### src/rtl/asr_pkg.sv
/*
 Constants for the asynchronous static memory controller: widths,
 pin timing in ns and the derived counts of 40 ns clock cycles.
 Assumes a 25 MHz system clock.
*/
package asr_pkg;
	localparam int ASR_ADDR_W = 15;
	localparam int ASR_DATA_W = 8;
	localparam int ASR_CLK_NS = 40;
	// Fastest grade figures
	localparam int ASR_T_RC_NS = 12;
	localparam int ASR_T_AW_NS = 9;
	localparam int ASR_T_DW_NS = 6;
	localparam int ASR_T_WHZ_NS = 6;
	localparam int ASR_T_WP_NS = 8;
	localparam int ASR_T_OW_NS = 4;
	// Least times round up, at least one cycle; the read count adds one cycle more
	localparam int ASR_RD_CYC = (ASR_T_RC_NS + ASR_CLK_NS - 1) / ASR_CLK_NS + 1;
	localparam int ASR_WP_CYC = ((ASR_T_WHZ_NS + ASR_T_DW_NS > ASR_T_AW_NS ? ASR_T_WHZ_NS + ASR_T_DW_NS
		: ASR_T_AW_NS) + ASR_CLK_NS - 1) / ASR_CLK_NS;
	localparam int ASR_REC_CYC = (ASR_T_OW_NS + ASR_CLK_NS - 1) / ASR_CLK_NS;
	localparam int ASR_CNT_W = 4;
	localparam logic [3:0] ASR_CNT_ZERO = 4'h0;
	typedef enum logic [2:0] {
		ASR_IDLE = 3'b000,
		ASR_READ = 3'b001,
		ASR_WSET = 3'b010,
		ASR_WPULSE = 3'b011,
		ASR_WEND = 3'b100,
		ASR_REC = 3'b101
	} asr_state_e;
endpackage

### src/rtl/asr_sync.sv
/*
 Two flip-flop synchroniser for a bus of pin inputs.
 Assumes a single clock and a synchronous active-high reset.
*/
`timescale 1ns/1ns
module asr_sync #(
	parameter int W = 8
) (
	input wire logic i_clock,
	input wire logic i_srst,
	input wire logic [W-1:0] i_async,
	output logic [W-1:0] o_sync
);
	logic [W-1:0] meta_reg;
	logic [W-1:0] meta_next;
	logic [W-1:0] sync_reg;
	logic [W-1:0] sync_next;

	always_comb begin
		meta_next = i_async;
		sync_next = meta_reg;
	end

	always_ff @(posedge i_clock) begin
		if (i_srst) begin
			meta_reg <= '0;
			sync_reg <= '0;
		end else begin
			meta_reg <= meta_next;
			sync_reg <= sync_next;
		end
	end

	assign o_sync = sync_reg;
endmodule

### src/rtl/asr_ctrl.sv
/*
 Bus master for an asynchronous 32K x 8 static memory. Takes one read or
 write request at a time and drives select, output enable, write enable,
 address and the shared data pins. Assumes the memory pins sit outside the
 clock domain, so read data is synchronised before capture.
*/
`timescale 1ns/1ns
// Overview of operation
// A write happens only in the overlap of low select and low write enable.
// With output enable low in a write, the pulse covers float delay plus data setup.
// With output enable high in a write, the plain minimum pulse suffices.
// If select falls with or after write enable, the memory keeps its outputs floating.
// Write enable stays high for the whole of every read.
// Address is valid no later than the falling edge of select.
// The master never drives data while the memory may drive it.
// Read data is valid 12 ns after select and a read lasts at least that long.
// Read data is valid 6 ns after output enable falls.
// Old read data holds at least 3 ns after an address change.
// Address is valid at least 9 ns before the write window ends.
// Write data is valid at least 6 ns before the write window ends.
// The memory floats its outputs within 6 ns of write enable falling.
// The memory does not drive again until 4 ns after a write ends.
// The memory enters low power within 12 ns of select rising.
// With select high the memory ignores its strobes and floats its pins.
// Address stays stable across the whole write window.
module asr_ctrl
	import asr_pkg::*;
(
	input wire logic i_clock,
	input wire logic i_srst,
	input wire logic i_req,
	input wire logic i_we,
	input wire logic [ASR_ADDR_W-1:0] i_addr,
	input wire logic [ASR_DATA_W-1:0] i_wdata,
	output logic o_busy,
	output logic o_done,
	output logic [ASR_DATA_W-1:0] o_rdata,
	output logic [ASR_ADDR_W-1:0] o_mem_addr,
	output logic o_mem_cs_n,
	output logic o_mem_oe_n,
	output logic o_mem_we_n,
	input wire logic [ASR_DATA_W-1:0] i_mem_dq,
	output logic [ASR_DATA_W-1:0] o_mem_dq,
	output logic o_mem_dq_oe
);
	asr_state_e state_reg, state_next;
	logic [ASR_CNT_W-1:0] cnt_reg, cnt_next;
	logic [ASR_ADDR_W-1:0] addr_reg, addr_next;
	logic [ASR_DATA_W-1:0] wdata_reg, wdata_next;
	logic [ASR_DATA_W-1:0] rdata_reg, rdata_next;
	logic cs_n_reg, cs_n_next;
	logic oe_n_reg, oe_n_next;
	logic we_n_reg, we_n_next;
	logic dq_oe_reg, dq_oe_next;
	logic done_reg, done_next;
	logic [ASR_DATA_W-1:0] dq_sync;

	asr_sync #(
		.W(ASR_DATA_W)
	) u_dq_sync (
		.i_clock(i_clock),
		.i_srst(i_srst),
		.i_async(i_mem_dq),
		.o_sync(dq_sync)
	);

	always_comb begin
		state_next = state_reg;
		cnt_next = cnt_reg;
		addr_next = addr_reg;
		wdata_next = wdata_reg;
		rdata_next = rdata_reg;
		cs_n_next = cs_n_reg;
		oe_n_next = oe_n_reg;
		we_n_next = we_n_reg;
		dq_oe_next = dq_oe_reg;
		done_next = 1'b0;
		case (state_reg)
			ASR_IDLE: begin
				cs_n_next = 1'b1;
				oe_n_next = 1'b1;
				we_n_next = 1'b1;
				dq_oe_next = 1'b0;
				if (i_req) begin
					// Address is set with select, never after it
					addr_next = i_addr;
					wdata_next = i_wdata;
					cs_n_next = 1'b0;
					if (i_we) begin
						// Output enable stays high; the pulse count still covers float delay plus data setup
						state_next = ASR_WSET;
					end else begin
						oe_n_next = 1'b0;
						cnt_next = ASR_CNT_W'(ASR_RD_CYC + 1);
						state_next = ASR_READ;
					end
				end
			end
			ASR_READ: begin
				// Write enable held high and data pins released
				we_n_next = 1'b1;
				dq_oe_next = 1'b0;
				if (cnt_reg == ASR_CNT_ZERO) begin
					rdata_next = dq_sync;
					done_next = 1'b1;
					cs_n_next = 1'b1;
					oe_n_next = 1'b1;
					state_next = ASR_IDLE;
				end else begin
					cnt_next = cnt_reg - 1'b1;
				end
			end
			ASR_WSET: begin
				// Select already low, write enable falls after it
				we_n_next = 1'b0;
				dq_oe_next = 1'b1;
				cnt_next = ASR_CNT_W'(ASR_WP_CYC - 1);
				state_next = ASR_WPULSE;
			end
			ASR_WPULSE: begin
				if (cnt_reg == ASR_CNT_ZERO) begin
					// Address and data held through the window end
					we_n_next = 1'b1;
					state_next = ASR_WEND;
				end else begin
					cnt_next = cnt_reg - 1'b1;
				end
			end
			ASR_WEND: begin
				cs_n_next = 1'b1;
				dq_oe_next = 1'b0;
				cnt_next = ASR_CNT_W'(ASR_REC_CYC - 1);
				state_next = ASR_REC;
			end
			ASR_REC: begin
				if (cnt_reg == ASR_CNT_ZERO) begin
					done_next = 1'b1;
					state_next = ASR_IDLE;
				end else begin
					cnt_next = cnt_reg - 1'b1;
				end
			end
			default: begin
				state_next = ASR_IDLE;
				cs_n_next = 1'b1;
				oe_n_next = 1'b1;
				we_n_next = 1'b1;
				dq_oe_next = 1'b0;
			end
		endcase
	end

	always_ff @(posedge i_clock) begin
		if (i_srst) begin
			state_reg <= ASR_IDLE;
			cnt_reg <= ASR_CNT_ZERO;
			addr_reg <= '0;
			wdata_reg <= '0;
			rdata_reg <= '0;
			cs_n_reg <= 1'b1;
			oe_n_reg <= 1'b1;
			we_n_reg <= 1'b1;
			dq_oe_reg <= 1'b0;
			done_reg <= 1'b0;
		end else begin
			state_reg <= state_next;
			cnt_reg <= cnt_next;
			addr_reg <= addr_next;
			wdata_reg <= wdata_next;
			rdata_reg <= rdata_next;
			cs_n_reg <= cs_n_next;
			oe_n_reg <= oe_n_next;
			we_n_reg <= we_n_next;
			dq_oe_reg <= dq_oe_next;
			done_reg <= done_next;
		end
	end

	logic busy_reg;
	always_ff @(posedge i_clock) begin
		if (i_srst) begin
			busy_reg <= 1'b0;
		end else begin
			busy_reg <= (state_next != ASR_IDLE);
		end
	end

	assign o_busy = busy_reg;
	assign o_done = done_reg;
	assign o_rdata = rdata_reg;
	assign o_mem_addr = addr_reg;
	assign o_mem_cs_n = cs_n_reg;
	assign o_mem_oe_n = oe_n_reg;
	assign o_mem_we_n = we_n_reg;
	assign o_mem_dq = wdata_reg;
	assign o_mem_dq_oe = dq_oe_reg;
endmodule

### config.mk
export PLATFORM = sky130hd
export DESIGN_NAME = asr_ctrl
export DESIGN_NICKNAME = d
export VERILOG_FILES = /design/src/rtl/asr_pkg.sv /design/src/rtl/asr_sync.sv /design/src/rtl/asr_ctrl.sv
export SDC_FILE = /design/constraint.sdc
export NUM_CORES = 1
export LEC_CHECK = 0
export BUFFER_PORTS_ARGS = -buffer_cell sky130_fd_sc_hd__clkbuf_2
export CORE_UTILIZATION = 30
export CTS_BUF_LIST = sky130_fd_sc_hd__clkbuf_16
export DETAILED_ROUTE_END_ITERATION = 8
export GPL_TIMING_DRIVEN = 0
export PLACE_DENSITY_LB_ADDON = 0.12
export SYNTH_ARGS = -nofsm -noshare
export SYNTH_HDL_FRONTEND = slang
export SYNTH_SLANG_ARGS = --single-unit
export TNS_END_PERCENT = 30
### constraint.sdc
create_clock -name i_clock -period 1.5 [get_ports i_clock]
set_input_delay 0.075 -clock i_clock [delete_from_list [all_inputs] [get_ports i_clock]]
set_output_delay 0.075 -clock i_clock [all_outputs]
set_load 0.01 [all_outputs]
==> results.cfg <==
[status]
outcome = complete, no violations

[finish]
drive_gt1_share_pct = 32.4
fin_util_pct = 46.6
area_growth_syn_to_layout_pct = 48.9
stdcell_area_um2 = 3390
num_antenna_cells = 0
largest_register_ff_count = 15
final_cells = 475
final_nets = 408

[setup_path]
worstPathRequired_ns = 1.74
critical_path_class = register to register
arrival_ns = 1.66
cp-end-kind = register
r2r_slack_ns = 0.08
worstPathMaxFanout = 5
cp-start-kind = register

[floorplanning]
core_area_um2 = 7290
start_util_pct = 31.3
die-area_um2 = 7950
io_pins = 72
rows = 31
die_height_um = 89.2
die_w_um = 89.2

[clocking]
cts-root-buf = clkbuf_16
cts.path.max_buffers = 2
clk_pin_slew_ns = 0.05
cts.sinks = 60
h-tree-depth = 3
cts_tree = built
clock_latency_ns = 0.32
cts-buffers-inserted = 9

[sta]
min_period_over_period_pct = 94.6
skew_ns = 0.00676
slew-limit-headroom_pct = 51.0
slew_violations = 0
setup_violations = 0
max_freq_ghz = 0.704
worst_slew_pin_slew_ns = 0.734
fin_ws_ns = 0.0805
period_minus_slack_ns = 1.42
hold_viol_final = 0
rsz0062_at_grt = true

[route]
post_drt_wl_per_cell_um = 12.2
vias_per_cell = 4.34
drt-initial-drc-count = 77
ant_nets = 0
drc_errors = 0
wl_mm = 5.81
vias = 2061
firstDrtPassIters = 4

[power_and_ir_drop]
power_mw = 4.71
leakagePower_nw = 1.43
p_per_area_nw_per_um2 = 1390
ir_drop_mv = 0.696

[place]
dpl.cell_count = 426
port_buffers = 71
placed_area_um2 = 2760
dp_hpwl_mm = 3.75
gp_routability_congestion = 0.699
dp_slack_ns = -0.0820

[logic_synthesis]
yosysSeqAreaShare_pct = 52.7
avgSynthCellArea_um2 = 8.91
yosysWarnings = 0
synth_edf_count = 0
synth_cell_types = 32
ys_ff_latch = 60
synthesis.area_um2 = 2280
synthesis.instances = 256
syn_nets = 293
async_flop_share_pct = 0
synth_top_flop_cell = dfxtp_1

[global_routing]
grt_pass1_wl_mm = 8.89
grt_pass1_vias = 1834
grt.total_usage_pct = 15.4
grt_max_degree = 11
antenna_found_initial = 0
grt.overflow.total = 0

[job]
max_cap_violations = 0

[min_path]
worstHoldPathType = input port to register
## cells in the mapped netlist, types with 3 or more instances
master | count | area (um^2)
nand2_1 | 65 | 244
dfxtp_1 | 60 | 1200
a21oi_1 | 27 | 135
nor2b_1 | 21 | 131
a21oi_2 | 13 | 114
nor2_1 | 11 | 41.3
nand3_1 | 9 | 45.0
clkbuf_1 | 7 | 26.3
buf_6 | 5 | 56.3
nand2b_1 | 5 | 31.3
buf_2 | 4 | 20.0
o21ai_0 | 3 | 15.0
## repair_timing
action                                 in CTS  in global routing
pin swaps                                   1                  2
hold buffers                               31                  0
setup buffers                               0                  2
resized for setup                           8                  5
setup endpoints to repair                  29                 30
endpoints found under the hold margin      31                  0
## path summary, 6_finish.rpt
kind	start	end	cells after the start
hold / removal	i_we	state_reg[1]	3
setup reg to reg	cnt_reg[0]	cnt_reg[1]	6
setup / recovery	cnt_reg[0]	cnt_reg[1]	6
hold reg to reg	u_dq_sync.meta_reg[2]	u_dq_sync.o_sync[2]	1
## per-stage QoR
stage | TNS (ns) | hold WS [ns]
floorplan | 0 | 0.203
global placement | -1.02 | 0.282
detailed placement | -1.07 | 0.287
CTS | 0 | 0.0493
global route | -0.00542 | 0.0776
finish | 0 | 0.0537
## area by class of cell
cell class / instances / area, um^2
plain buffers: 16 / 108
well taps: 99 / 124
inverters: 2 / 7.51
clock buffers: 9 / 225
repair buffers: 104 / 681
flip-flops and latches: 60 / 1200
fillers: 769 / 3900
multi-input cells: 178 / 988
clock inverters: 7 / 58.8
## placed cells by master, fill, tap and decap left out, drive strengths merged, types with 2 or more instances in the layout
cell type	count
clkbuf	86
nand2	65
dfxtp	60
a21oi	40
dlygate4sd3	31
nor2b	21
buf	12
nor2	11
nand3	9
nand2b	5
clkinv	4
inv	3
nor3	3
o21ai	3
a211oi	3
and2	2
o211ai	2
ha	2
## where the power goes
group	internal, mW	switching (mW)
Combinational	0.440	0.508
Sequential	1.73	0.0783
Clock	1.26	0.699
Total	3.43	1.29
## worst max-delay path, cell delays in order (launching register included)
cell and delay, ns:
dfxtp_2 0.32, inv_2 0.09, ha_4 0.16, or3b_4 0.42, nand2_1 0.09, a21oi_1 0.07
a211oi_2 0.19
## layer usage
metal  global-route usage (%)  share of wire (%)
met1                     18.4                 46
met2                     24.4                 49
met3                     4.25                3.2
met4                     9.96                2.6
met5                        0                  0
## kinds of logic (layout without fill, tap and decap cells)
kind of cell	Yosys count	in the layout	synth area share, %
fa+ha+maj	2	2	1.10
flops	60	60	52.7
buf+inv	18	138	4.83
simple gates	122	122	25.6
compound gates	54	54	15.8
No activity file was read; power rests on OpenSTA's default activity.
